$ cat config.mk
export PLATFORM = sky130hd
export DESIGN_NAME = sar_adc_sequencer
export DESIGN_NICKNAME = d
export VERILOG_FILES = /design/src/verilog/sar_adc_pkg.sv /design/src/verilog/sar_adc_sequencer.sv
export SDC_FILE = /design/constraint.sdc
export NUM_CORES = 1
export LEC_CHECK = 0
export ABC_CLOCK_PERIOD_IN_PS = 3160
export BUFFER_PORTS_ARGS = -buffer_cell sky130_fd_sc_hd__clkbuf_2
export CAP_MARGIN = 20
export CORE_ASPECT_RATIO = 0.5
export CORE_MARGIN = 1
export CORE_UTILIZATION = 31
export CTS_CLUSTER_SIZE = 20
export DETAILED_ROUTE_END_ITERATION = 6
export PLACE_DENSITY = 0.54
export SYNTH_ARGS = -nofsm -noshare
export SYNTH_HDL_FRONTEND = slang
export SYNTH_SLANG_ARGS = --single-unit
$ cat constraint.sdc
create_clock -name clk -period 3.16 [get_ports clk]
set_input_delay 0.316 -clock clk [delete_from_list [all_inputs] [get_ports clk]]
set_output_delay 0.316 -clock clk [all_outputs]
set_load 0.005 [all_outputs]
$ cat src/verilog/sar_adc_pkg.sv
// constants and types for the successive-approximation converter sequencer
// Overview of operation
// RL1 - a 10-bit conversion lasts eleven bit periods from start to result
// RL2 - bit period from clock select: 2,4,8,16,32,64 clocks or internal RC
// RL3 - zero acquisition with RC clock delays conversion by one instruction cycle
// RL4 - clearing go during conversion aborts it, result left untouched
// RL5 - result pair is writable, keeps last conversion or last software write
// RL6 - after completion or abort wait two bit periods, then sample again
// RL7 - acquisition select 010 samples four bit periods then converts
// RL8 - a discharge phase precedes every sampling phase
// RL9 - trigger with compare mode 1011 and converter on sets go
// RL10 - every trigger resets the associated timer counter
// RL11 - with converter off trigger is ignored but still resets the timer
// RL12 - port reads return zero for pins configured as analog
// RL13 - channel multiplexer ignores pin direction bits
// RL14 - software should not set go in the write that enables the converter
// RL15 - a fuse picks analog or digital reset value of pin configuration
// RL16 - software selects RC clock for conversions during sleep
// RL17 - software clears idle-on-sleep select before a sleep conversion
// RL18 - software uses RC clock when device clock is below one megahertz
// RL19 - with RC clock above one megahertz stay asleep whole conversion
// RL20 - keep the device clock source until a started conversion completes
// RL21 - completion loads result, clears go, sets done flag, resumes sampling
// RL22 - acquisition select encodes 0,2,4,6,8,12,16,20 bit periods
// RL23 - format bit set right-justifies result, clear left-justifies
// RL24 - device reset turns the converter off and aborts conversion
// RL25 - conversion resolves one bit per bit period, most significant first
package sar_adc_pkg;
	localparam int CLK_PERIOD_NS = 4;
	localparam int RC_TAD_NS = 1200;
	localparam int RC_TAD_CLKS = RC_TAD_NS / CLK_PERIOD_NS;
	localparam int INSTR_CYCLE_CLKS = 4;
	localparam int RESULT_BITS = 10;
	localparam int CONV_TADS = 11;
	localparam int WAIT_TADS = 2;
	localparam int DISCHARGE_TADS = 1;
	localparam int CHANNEL_COUNT = 13;
	localparam int TAD_CNT_W = 9;
	localparam int PHASE_CNT_W = 5;
	localparam logic [3:0] TRIGGER_MODE = 4'hB;
	localparam logic [2:0] ACQ_MANUAL = 3'h0;
	localparam logic [1:0] CLK_SEL_RC = 2'h3;
	localparam logic [3:0] PCFG_ANALOG_RESET = 4'h0;
	localparam logic [3:0] PCFG_DIGITAL_RESET = 4'h7;
	localparam logic [3:0] PCFG_ALL_ANALOG_MAX = 4'h2;
	localparam logic [3:0] PCFG_TOP = 4'hF;
	localparam int JUSTIFY_PAD = 16 - RESULT_BITS;

	typedef struct packed {
		logic converter_on;
		logic result_format;
		logic [2:0] acq_time_select;
		logic [2:0] conv_clock_select;
		logic [3:0] channel_select;
		logic [3:0] compare_two_mode;
	} cfg_type;

	typedef struct packed {
		logic [7:0] result_high;
		logic [7:0] result_low;
	} result_type;
endpackage

$ cat src/verilog/sar_adc_sequencer.sv
// sequencer for the 10-bit successive-approximation converter
`timescale 1ns/1ns
`default_nettype none
module sar_adc_sequencer (
	// clock and reset
	input wire logic clk,
	input wire logic reset,
	// configuration
	input wire sar_adc_pkg::cfg_type cfg,
	input wire logic portb_analog_reset_select,
	input wire logic pin_cfg_write,
	input wire logic [3:0] pin_cfg_wdata,
	output logic [3:0] pin_analog_config,
	// go/done control
	input wire logic go_set,
	input wire logic go_clear,
	output logic go_done,
	// result pair
	input wire logic result_write,
	input wire sar_adc_pkg::result_type result_wdata,
	output sar_adc_pkg::result_type result,
	// done flag
	input wire logic conv_done_clear,
	output logic conv_done_flag,
	// compare unit two trigger
	input wire logic special_event,
	output logic timer_reset,
	// analog front end
	input wire logic comparator_in,
	output logic [9:0] dac_code,
	output logic [3:0] channel_out,
	output logic sample_enable,
	output logic discharge,
	// port read path
	input wire logic [12:0] port_pins,
	output logic [12:0] port_read_data
);
	import sar_adc_pkg::*;

	//--------------------------------------------------------------
	// decoding
	//--------------------------------------------------------------
	typedef enum logic [2:0] {
		ST_OFF, ST_DISCHARGE, ST_SAMPLE, ST_START_DELAY, ST_ACQUIRE, ST_CONVERT, ST_WAIT
	} state_type;

	function automatic logic [PHASE_CNT_W-1:0] acq_tads(input logic [2:0] sel);
		unique case (sel)
			3'h0: acq_tads = 5'h00;
			3'h1: acq_tads = 5'h02;
			3'h2: acq_tads = 5'h04;
			3'h3: acq_tads = 5'h06;
			3'h4: acq_tads = 5'h08;
			3'h5: acq_tads = 5'h0C;
			3'h6: acq_tads = 5'h10;
			3'h7: acq_tads = 5'h14;
		endcase
	endfunction

	function automatic logic [TAD_CNT_W-1:0] tad_limit(input logic [2:0] sel);
		unique case (sel)
			3'h0: tad_limit = 9'h001;
			3'h4: tad_limit = 9'h003;
			3'h1: tad_limit = 9'h007;
			3'h5: tad_limit = 9'h00F;
			3'h2: tad_limit = 9'h01F;
			3'h6: tad_limit = 9'h03F;
			default: tad_limit = TAD_CNT_W'(RC_TAD_CLKS - 1);
		endcase
	endfunction

	function automatic logic [CHANNEL_COUNT-1:0] analog_mask(input logic [3:0] pcfg);
		logic [4:0] count;
		count = (pcfg <= PCFG_ALL_ANALOG_MAX) ? 5'(CHANNEL_COUNT) : 5'(PCFG_TOP - pcfg);
		analog_mask = CHANNEL_COUNT'((14'h0001 << count) - 14'h0001);
	endfunction

	state_type state_reg, state_next;
	logic [TAD_CNT_W-1:0] tad_cnt_reg;
	logic [PHASE_CNT_W-1:0] phase_cnt_reg;
	logic [9:0] sar_reg;
	logic [3:0] bit_reg;
	logic go_reg, flag_reg, timer_reset_reg, sample_reg, discharge_reg;
	logic [3:0] pcfg_reg, chan_reg;
	logic [12:0] port_read_reg;
	result_type result_reg;

	wire rc_sel = (cfg.conv_clock_select[1:0] == CLK_SEL_RC); // RL2
	wire [TAD_CNT_W-1:0] tad_last = tad_limit(cfg.conv_clock_select); // RL2
	// a shorter select chosen mid-period ends the period at once instead of wrapping
	wire tad_tick = (tad_cnt_reg >= tad_last);
	wire delay_done = (tad_cnt_reg == TAD_CNT_W'(INSTR_CYCLE_CLKS - 1));
	wire [PHASE_CNT_W-1:0] acq_len = acq_tads(cfg.acq_time_select); // RL22
	wire trigger_start = special_event && cfg.converter_on
		&& (cfg.compare_two_mode == TRIGGER_MODE); // RL9 RL11
	wire go_start = (go_set || trigger_start) && state_reg == ST_SAMPLE;
	wire in_flight = state_reg inside {ST_START_DELAY, ST_ACQUIRE, ST_CONVERT};
	wire abort = go_clear && in_flight; // RL4
	logic [PHASE_CNT_W-1:0] phase_len;
	always_comb begin
		unique case (state_reg)
			ST_DISCHARGE: phase_len = PHASE_CNT_W'(DISCHARGE_TADS);
			ST_ACQUIRE: phase_len = acq_len;
			ST_CONVERT: phase_len = PHASE_CNT_W'(CONV_TADS);
			ST_WAIT: phase_len = PHASE_CNT_W'(WAIT_TADS);
			default: phase_len = PHASE_CNT_W'(1);
		endcase
	end
	wire phase_end = tad_tick && (phase_cnt_reg == phase_len - PHASE_CNT_W'(1));
	wire complete = state_reg == ST_CONVERT && phase_end && !go_clear
		&& cfg.converter_on; // RL1
	wire resolve = state_reg == ST_CONVERT && tad_tick
		&& phase_cnt_reg < PHASE_CNT_W'(RESULT_BITS);
	wire [15:0] justified = cfg.result_format ? {JUSTIFY_PAD'(0), sar_reg}
		: {sar_reg, JUSTIFY_PAD'(0)}; // RL23
	wire [9:0] bit_one = 10'h001 << bit_reg;
	wire [9:0] bit_below = (bit_reg == 4'h0) ? 10'h000 : (bit_one >> 1);

	//--------------------------------------------------------------
	// phase sequencing
	//--------------------------------------------------------------
	always_comb begin
		state_next = state_reg;
		unique case (state_reg)
			ST_OFF: state_next = ST_DISCHARGE; // RL8
			ST_DISCHARGE: if (phase_end) state_next = ST_SAMPLE; // RL8
			ST_SAMPLE: begin
				if (go_start && acq_len != 5'h00)
					state_next = ST_ACQUIRE; // RL7
				else if (go_start && rc_sel)
					state_next = ST_START_DELAY; // RL3
				else if (go_start)
					state_next = ST_CONVERT;
			end
			ST_START_DELAY: if (delay_done) state_next = ST_CONVERT; // RL3
			ST_ACQUIRE: if (phase_end) state_next = ST_CONVERT; // RL7
			ST_CONVERT: if (phase_end) state_next = ST_WAIT; // RL6
			ST_WAIT: if (phase_end) state_next = ST_DISCHARGE; // RL6 RL8
		endcase
		if (abort)
			state_next = ST_WAIT; // RL4 RL6
		if (!cfg.converter_on)
			state_next = ST_OFF;
	end

	wire restart = (state_next != state_reg);

	always_ff @(posedge clk) begin
		if (reset) begin
			state_reg <= ST_OFF; // RL24
			tad_cnt_reg <= '0;
			phase_cnt_reg <= '0;
		end else begin
			state_reg <= state_next;
			tad_cnt_reg <= (restart || tad_tick) ? '0 : tad_cnt_reg + TAD_CNT_W'(1);
			phase_cnt_reg <= restart ? '0 : phase_cnt_reg + PHASE_CNT_W'(tad_tick);
		end
	end

	//--------------------------------------------------------------
	// successive approximation
	//--------------------------------------------------------------
	always_ff @(posedge clk) begin
		if (reset || state_reg != ST_CONVERT) begin
			sar_reg <= 10'h200;
			bit_reg <= 4'h9;
		end else if (resolve) begin
			sar_reg <= (comparator_in ? sar_reg : (sar_reg & ~bit_one)) | bit_below; // RL25
			bit_reg <= bit_reg - 4'h1; // RL25
		end
	end

	//--------------------------------------------------------------
	// go, result and flag
	//--------------------------------------------------------------
	always_ff @(posedge clk) begin
		if (reset) begin
			go_reg <= 1'b0; // RL24
			flag_reg <= 1'b0;
			result_reg <= '0;
			timer_reset_reg <= 1'b0;
		end else begin
			if (!cfg.converter_on || complete || abort)
				go_reg <= 1'b0; // RL4 RL21
			else if (go_start)
				go_reg <= 1'b1; // RL9
			if (complete)
				result_reg <= justified; // RL21
			else if (result_write)
				result_reg <= result_wdata; // RL5
			if (complete)
				flag_reg <= 1'b1; // RL21
			else if (conv_done_clear)
				flag_reg <= 1'b0;
			timer_reset_reg <= special_event; // RL10 RL11
		end
	end

	//--------------------------------------------------------------
	// pins and front end
	//--------------------------------------------------------------
	always_ff @(posedge clk) begin
		if (reset) begin
			pcfg_reg <= portb_analog_reset_select ? PCFG_ANALOG_RESET
				: PCFG_DIGITAL_RESET; // RL15
			chan_reg <= '0;
			port_read_reg <= '0;
			sample_reg <= 1'b0;
			discharge_reg <= 1'b0;
		end else begin
			if (pin_cfg_write)
				pcfg_reg <= pin_cfg_wdata;
			chan_reg <= cfg.channel_select; // RL13
			port_read_reg <= port_pins & ~analog_mask(pcfg_reg); // RL12
			sample_reg <= state_next inside {ST_SAMPLE, ST_ACQUIRE, ST_START_DELAY};
			discharge_reg <= (state_next == ST_DISCHARGE); // RL8
		end
	end

	assign pin_analog_config = pcfg_reg;
	assign go_done = go_reg;
	assign result = result_reg;
	assign conv_done_flag = flag_reg;
	assign timer_reset = timer_reset_reg;
	assign dac_code = sar_reg;
	assign channel_out = chan_reg;
	assign sample_enable = sample_reg;
	assign discharge = discharge_reg;
	assign port_read_data = port_read_reg;

	logic [4:0] conv_ticks;
	always_ff @(posedge clk) begin
		if (reset || state_reg != ST_CONVERT)
			conv_ticks <= '0;
		else if (tad_tick)
			conv_ticks <= conv_ticks + 5'h01;
	end
endmodule
`default_nettype wire
==> impl_results.md, run 1 <==
- DRC violation count after routing: 0
- First-pass GRT wire length: 16.95 mm
- Met1 demand-to-capacity share in global routing: 0.2059
- Critical path buffer and inverter count: 3
- Fraction of met2 tracks used by global routing: 0.2457
- Post-CTS sizing: 0
- Vias in the first global route: 3398
- Fraction of layout instances using a drive strength above 1: 0.3197
- Net count of the mapped netlist: 532
- Most prevalent standard cell on the critical path: sky130_fd_sc_hd__buf_4
- Largest vdd supply drop: 263.2 uV
- Count of filler cells inserted in the layout: 1319
- Cells taking the most area after synthesis: sky130_fd_sc_hd__dfxtp_1 (34%), sky130_fd_sc_hd__ha_1 (6.4%), sky130_fd_sc_hd__a21oi_1 (3.8%)
- Power per cell area: 422.8 nW/um^2
- Power, Total: 2.175 mW
- Pin count of the biggest net entering global routing: 24
- Number of search-and-repair iterations in the first detailed-routing pass: 4
- Post-CTS Setup Bufs: 0
- Gate family responsible for the most delay along the worst path: buffers and inverters
- Later-pin clock latency in the skew report: 0.33 ns
- Total of flip-flops plus latches after synthesis: 73
- Number of flip-flops under the largest register name: 16
- Placeable core region: 12810 sq um
- Path category of the worst min-delay check: in2reg
- Antenna Diode Count: 0
- 1st-iter DRT viols: 159
- Number of flops mapped to enable cells by yosys: 4
- Final net count: 638
- Post-synthesis cell area: 4120 sq um
- I/O pin total: 111
- Data arrival time of the critical path: 2.93 ns
- DR vias: 3587
- Cell leakage power: 2.174 nW
- Global route total overflow: 0
- Clock skew after layout: 0.005454 ns
- Global-route met3 utilization: 0.03130
- Cells along the critical path: inv_1 -> o211ai_1 -> ha_1 -> xor2_1 -> nand2_1 -> nor3b_2 -> buf_4 -> nand2_2 -> o31ai_4 -> buf_4 -> nor4_1
- Most frequently used flop master after synthesis: sky130_fd_sc_hd__dfxtp_1
- # hold bufs at CTS: 0
- Post-detailed-route count of antenna-violating nets: 0
- # rows: 29
- Synth Instances: 452
- Max FO, Critical Path: 13
- Type of origin of the critical path: flip-flop
- Clock buffer count from CTS: 9
- Root cell of the clock tree: sky130_fd_sc_hd__clkbuf_16
- Slew of the pin with the lowest slew margin: 0.6107 ns
- CTS tree: done
- Floorplan die height: 83.52 microns
- Starting density of the core: 0.3217
- Post-synthesis sequential area ratio: 0.3644
- Period Utilization, post-route: 0.8600
- Number of distinct library cells after synthesis: 70
- Max_slew headroom: 0.5886
- Result of the run: finished clean
- Global routing's busiest layer: met2
- Port Buffers: 110
- Die area: 13780 sq um
- Max H-tree Level: 3
- Endpoint class of the critical path: flip-flop
- Highest-delay cell along the critical path: sky130_fd_sc_hd__dfxtp_1
- Final setup viols: 0
- Final GP Congestion: 0.8959
- Data required, critical path: 3.37 ns
- Synth top area share: 0.3353
- Clock input transition at the sequential cells of the worst setup and hold paths: 0.06 ns
- Aggregate negative setup slack: 0 ns
- Number of antenna violations at the first check in global routing: 0
- Post-synthesis to final-layout area growth: 24.87%
- Die X: 165.0 microns
- Slowest stage delay, CP: 0.55 ns
- Warnings, synthesis: 0
- Setup CP Type: reg2reg
- Max Cap Viol: 0
- GRT Total Usage: 0.1547
- Clock net sink count: 73
- Worst-case clock buffer depth: 2
- Total count of hold-check failures in the final report: 0
- Cell accounting for the most synthesized area: sky130_fd_sc_hd__dfxtp_1
- Syn avg cell area: 9.115 sq um
- Final wirelength: 10.17 mm
- Maximum clock frequency: 368.0 MHz
- Setup repair after global routing missed its margin: false
- Detailed placer's ending HPWL: 7.831 mm
- Pins Over Slew Limit: 0
- Synth async-reset ratio: 0
- WL per Instance: 13.87 microns
- Post-layout min period: 2.718 ns
- Per-cell via count in the routed design: 4.894
-- routing by layer --
layer | up-vias | share of wire | routed length, microns
li1 | 1833 | - | -
met1 | 1683 | 0.49 | 5015
met2 | 60 | 0.45 | 4623
met3 | 11 | 0.033 | 331
met4 | 0 | 0.019 | 195
met5 | - | 0 | 0
-- power breakdown --
part	internal (mW)	leakage (nW)	switching (mW)
registers	0.963	0.604	0.0341
logic	0.114	1.43	0.112
clock network	0.575	0.144	0.377
-- cells in the final DEF, fill, tap and decap left out, types with 5 or more instances in the layout --
cell type	synthesis	final
sky130_fd_sc_hd__nand2b_1	5	5
sky130_fd_sc_hd__nor4_2	5	5
sky130_fd_sc_hd__clkbuf_2	0	110
sky130_fd_sc_hd__nor2b_1	15	15
sky130_fd_sc_hd__mux2i_1	13	13
sky130_fd_sc_hd__nand3_1	21	21
sky130_fd_sc_hd__a211oi_1	12	12
sky130_fd_sc_hd__ha_1	21	21
sky130_fd_sc_hd__xor2_1	8	8
sky130_fd_sc_hd__inv_1	20	20
sky130_fd_sc_hd__a211oi_2	6	6
sky130_fd_sc_hd__o21ai_0	23	23
sky130_fd_sc_hd__a21oi_1	31	31
sky130_fd_sc_hd__mux2_2	6	6
sky130_fd_sc_hd__buf_4	1	11
sky130_fd_sc_hd__nand2_1	40	40
sky130_fd_sc_hd__clkbuf_16	0	10
sky130_fd_sc_hd__nor2_1	22	22
sky130_fd_sc_hd__xnor2_1	7	7
sky130_fd_sc_hd__nor3_1	12	12
sky130_fd_sc_hd__or3b_1	6	6
sky130_fd_sc_hd__dfxtp_1	69	69
-- logic make-up after synthesis --
family | count (synthesis) | share of synthesized area
and+or+nand+nor | 168 | 0.2402
AOI/OAI and AO/OA | 100 | 0.1722
DFF | 73 | 0.3644
buffers and inverters | 49 | 0.05405
muxes | 25 | 0.06802
adders and majority gates | 21 | 0.06377
xor gates and xnor gates | 16 | 0.03735
-- worst paths after layout --
kind / from / to / slack [ns] / cells after the start
min: port_pins[7] / port_read_data[7]$_SDFF_PP0_ / 0.18 / 2
max: state_reg[1]$_SDFF_PP0_ / tad_cnt_reg[2]$_SDFF_PP0_ / 0.44 / 11
min reg2reg: conv_done_flag$_SDFFE_PP0P_ / conv_done_flag$_SDFFE_PP0P_ / 0.47 / 2
max reg2reg: state_reg[1]$_SDFF_PP0_ / tad_cnt_reg[2]$_SDFF_PP0_ / 0.44 / 11
-- cell type report --
type,instances,area [sq um],area share
clock buffers,11,254.0,0.04937
clock inverters,5,28.78,0.005593
inverters,21,78.83,0.01532
multi-input cells,330,2396,0.4657
flip-flops and latches,73,1501,0.2918
well taps,170,212.7,0.04134
repair buffers,123,673.1,0.1308
-- cells in the mapped netlist, types with 6 or more instances --
master / number
sky130_fd_sc_hd__dfxtp_1: 69
sky130_fd_sc_hd__nand2_1: 40
sky130_fd_sc_hd__a21oi_1: 31
sky130_fd_sc_hd__o21ai_0: 23
sky130_fd_sc_hd__nor2_1: 22
sky130_fd_sc_hd__ha_1: 21
sky130_fd_sc_hd__nand3_1: 21
sky130_fd_sc_hd__inv_1: 20
sky130_fd_sc_hd__clkbuf_1: 19
sky130_fd_sc_hd__nor2b_1: 15
sky130_fd_sc_hd__mux2i_1: 13
sky130_fd_sc_hd__a211oi_1: 12
sky130_fd_sc_hd__nor3_1: 12
sky130_fd_sc_hd__xor2_1: 8
sky130_fd_sc_hd__xnor2_1: 7
sky130_fd_sc_hd__a211oi_2: 6
sky130_fd_sc_hd__mux2_2: 6
sky130_fd_sc_hd__or3b_1: 6
-- through the flow --
step | utilization | setup slack (ns) | area [sq um] | hold slack (ns) | instances
CTS | 0.4017 | 0.4419 | 5145 | 0.1700 | 733
global route | 0.4017 | 0.2184 | 5145 | 0.1737 | 733
detailed placement | 0.3796 | 0.1256 | 4862 | 0.4627 | 717
floorplan | - | 0.4157 | 4120 | 0.4377 | 452
global placement | 0.3796 | 0.2403 | 4862 | 0.4814 | 717
finish | 0.4017 | 0.4424 | 5145 | 0.1830 | 733
Note: power is estimated with default switching activity, not from simulation.
==> run 2: changes to the inputs <==
--- a/config.mk
+++ b/config.mk
@@ -13,7 +13,9 @@
 export CORE_UTILIZATION = 31
 export CTS_CLUSTER_SIZE = 20
 export DETAILED_ROUTE_END_ITERATION = 6
+export GPL_ROUTABILITY_DRIVEN = 0
 export PLACE_DENSITY = 0.54
+export REMOVE_ABC_BUFFERS = 1
 export SYNTH_ARGS = -nofsm -noshare
 export SYNTH_HDL_FRONTEND = slang
 export SYNTH_SLANG_ARGS = --single-unit
==> run 2 against run 1 <==
Against the previous run:
- final area about the same
- die area is the same
- worst setup slack worse by 0.19 ns
- clock-buffer cell count fell by 1
- critical path type unchanged
- critical endpoint is now discharge$_SDFF_PP0_
- largest cell class unchanged
- largest power group unchanged
==> impl_results.md, run 2 (synthesis gave the netlist of run 1 again) <==
- Share of total power in combinational logic: 0.103 (about the same)
- Max Cap Viol: 0 (unchanged)
- Clock net sink count: 73 (unchanged)
- Finished layout cell area: 5140 sq um (about the same)
- Data required, critical path: 3.43 ns (+0.06 ns)
- Max FO, Critical Path: 12 (-1)
- Switching Fraction: 0.2556 (+0.01491)
- Placeable core region: 12810 sq um (unchanged)
- Pin count of the biggest net entering global routing: 44 (+83%)
- Number of antenna violations at the first check in global routing: 0 (unchanged)
- Detailed placer's ending HPWL: 7.381 mm (-5.7%)
- Post-place instance area: 4840 sq um (-0.46%)
- DR vias: 3571 (-0.45%)
- Largest vdd supply drop: 203.2 uV (-23%)
- Clock input transition at the sequential cells of the worst setup and hold paths: 0.06 ns (about the same)
- Result of the run: finished clean
- Port Buffers: 110 (unchanged)
- I/O pin total: 111 (unchanged)
- Setup repair after global routing missed its margin: false
- DRC violation count after routing: 0 (unchanged)
- Slew of the pin with the lowest slew margin: 0.6308 ns (+0.02006 ns)
- Number of search-and-repair iterations in the first detailed-routing pass: 4 (unchanged)
- Post-detailed-route count of antenna-violating nets: 0 (unchanged)
- GRT Total Usage: 0.1520 (-0.002671)
- Pins Over Slew Limit: 0 (unchanged)
- Root cell of the clock tree: sky130_fd_sc_hd__clkbuf_16
- WL per Instance: 13.82 microns (-0.35%)
- Cell leakage power: 2.166 nW (-0.39%)
- Post-synthesis to final-layout area growth: 24.75% (about the same)
- Data arrival time of the critical path: 3.17 ns (+0.24 ns)
- Final wirelength: 10.10 mm (-0.62%)
- Total count of hold-check failures in the final report: 0 (unchanged)
- Clock skew after layout: 0.008749 ns (+0.003294 ns)
- Post-CTS sizing: 0 (unchanged)
- Switching power of the nets: 0.5606 mW (+7.1%)
- Die X: 165.0 microns (unchanged)
- Clock buffer count from CTS: 9 (unchanged)
- Sequential share of power: 0.455 (-0.003)
- Maximum clock frequency: 344.4 MHz (-6.4%)
- Worst-case clock buffer depth: 2 (unchanged)
- Vias in the first global route: 3216 (-5.4%)
- Clock Power Share: 0.442 (+0.005)
- Die area: 13780 sq um (unchanged)
- Power per cell area: 426.8 nW/um^2 (+0.94%)
- Commonest cells after routing, fill and taps aside: sky130_fd_sc_hd__clkbuf_2 (110), sky130_fd_sc_hd__dfxtp_1 (69), sky130_fd_sc_hd__nand2_1 (40), sky130_fd_sc_hd__a21oi_1 (31), sky130_fd_sc_hd__o21ai_0 (23)
- Final net count: 636 (-0.31%)
- Later-pin clock latency in the skew report: 0.33 ns (about the same)
- # rows: 29 (unchanged)
- Max_slew headroom: 0.5750 (-0.01351)
- Path category of the worst min-delay check: in2reg
- Type of origin of the critical path: flip-flop
- Per-cell via count in the routed design: 4.885 (-0.17%)
- Final standard cell count with taps included and fillers excluded: 731 (-0.27%)
- Max H-tree Level: 3 (unchanged)
- CTS tree: done
- Post-layout min period: 2.903 ns (+0.1856 ns)
- Commonest non-fill, non-tap cell in the layout: sky130_fd_sc_hd__clkbuf_2
- Starting density of the core: 0.3217 (unchanged)
- Number of instances in the placed design: 714 (-0.42%)
- Setup CP Type: reg2reg
- Endpoint class of the critical path: flip-flop
- Aggregate negative setup slack: 0 ns (unchanged)
- Global route total overflow: 0 (unchanged)
- # hold bufs at CTS: 0 (unchanged)
- Period Utilization, post-route: 0.9187 (+0.05873)
- Floorplan die height: 83.52 microns (unchanged)
- Internal cell power: 1.633 mW (-1.1%)
- Fraction of layout instances using a drive strength above 1: 0.3191 (-0.0006427)
- Number of flip-flops under the largest register name: 16 (unchanged)
- Post-CTS Setup Bufs: 0 (unchanged)
- Antenna Diode Count: 0 (unchanged)
- Hold Crit Depth: 2 (unchanged)
- Path depth of the worst reg2reg path: 10 (-1)
- 1st-iter DRT viols: 166 (+4.4%)
- Final setup viols: 0 (unchanged)
- First-pass GRT wire length: 16.59 mm (-2.2%)
[run 2: changes by cell type in the layout (fill, tap and decap cells not counted), sizes merged]
cell / change
inv: +2
clkbuf: -1
clkinv: -1
buf: -2
[run 2: final timing paths]
check,start,end,slack [ns]
setup reg to reg,state_reg[0]$_SDFF_PP0_,discharge$_SDFF_PP0_,0.26
setup / recovery,state_reg[0]$_SDFF_PP0_,discharge$_SDFF_PP0_,0.26
hold reg to reg,conv_done_flag$_SDFFE_PP0P_,conv_done_flag$_SDFFE_PP0P_,0.48
hold / removal,cfg[7],channel_out[3]$_SDFF_PP0_,0.19
[run 2: per-stage QoR]
stage          utilization  power [mW]  hold WS [ns]  setup slack (ns)
5_1_grt             0.4013       2.302        0.1943           0.05645
6_report            0.4013       2.194        0.1913            0.2568
3_5_place_dp        0.3778       1.241        0.4797           0.01952
2_1_floorplan            -       1.123        0.3806            0.2089
4_1_cts             0.3997       2.228        0.1788            0.1214
3_3_place_gp        0.3778       1.240        0.4640           0.04402
[run 2: final cells by class]
type / count / area [sq um]
Clock buffer: 10 / 239.0
Fill cell: 1327 / 7669
Sequential cell: 73 / 1501
Tap cell: 170 / 212.7
Clock inverter: 6 / 41.29
Timing Repair Buffer: 121 / 670.6
Inverter: 21 / 78.83
Multi-Input combinational cell: 330 / 2396
[run 2: power by group through the flow]
stage / logic [mW] / registers [mW] / clock network (mW)
final: 0.227 / 0.997 / 0.970
after floorplan: 0.111 / 1.01 / 0
after detailed placement: 0.224 / 1.02 / 0
after CTS: 0.225 / 0.997 / 1.01
after global placement: 0.223 / 1.02 / 0
after global routing: 0.257 / 1.00 / 1.04
[run 2: critical path: stages (launching register included)]
cell and delay (ns):
sky130_fd_sc_hd__dfxtp_1 0.59, sky130_fd_sc_hd__nand2b_4 0.27, sky130_fd_sc_hd__inv_2 0.08, sky130_fd_sc_hd__ha_1 0.31, sky130_fd_sc_hd__xor2_1 0.15, sky130_fd_sc_hd__nand2_1 0.10, sky130_fd_sc_hd__nor3b_2 0.43, sky130_fd_sc_hd__nand2_2 0.14
sky130_fd_sc_hd__buf_4 0.18, sky130_fd_sc_hd__a2111oi_4 0.37, sky130_fd_sc_hd__and3_1 0.21
[run 2: layer usage]
metal / share of wire / vias up / GRT usage
met5: 0 / - / 0
met4: 0.011 / 0 / 0.04087
met3: 0.040 / 8 / 0.03428
met2: 0.45 / 70 / 0.2267
met1: 0.50 / 1656 / 0.2176
li1: - / 1837 / -
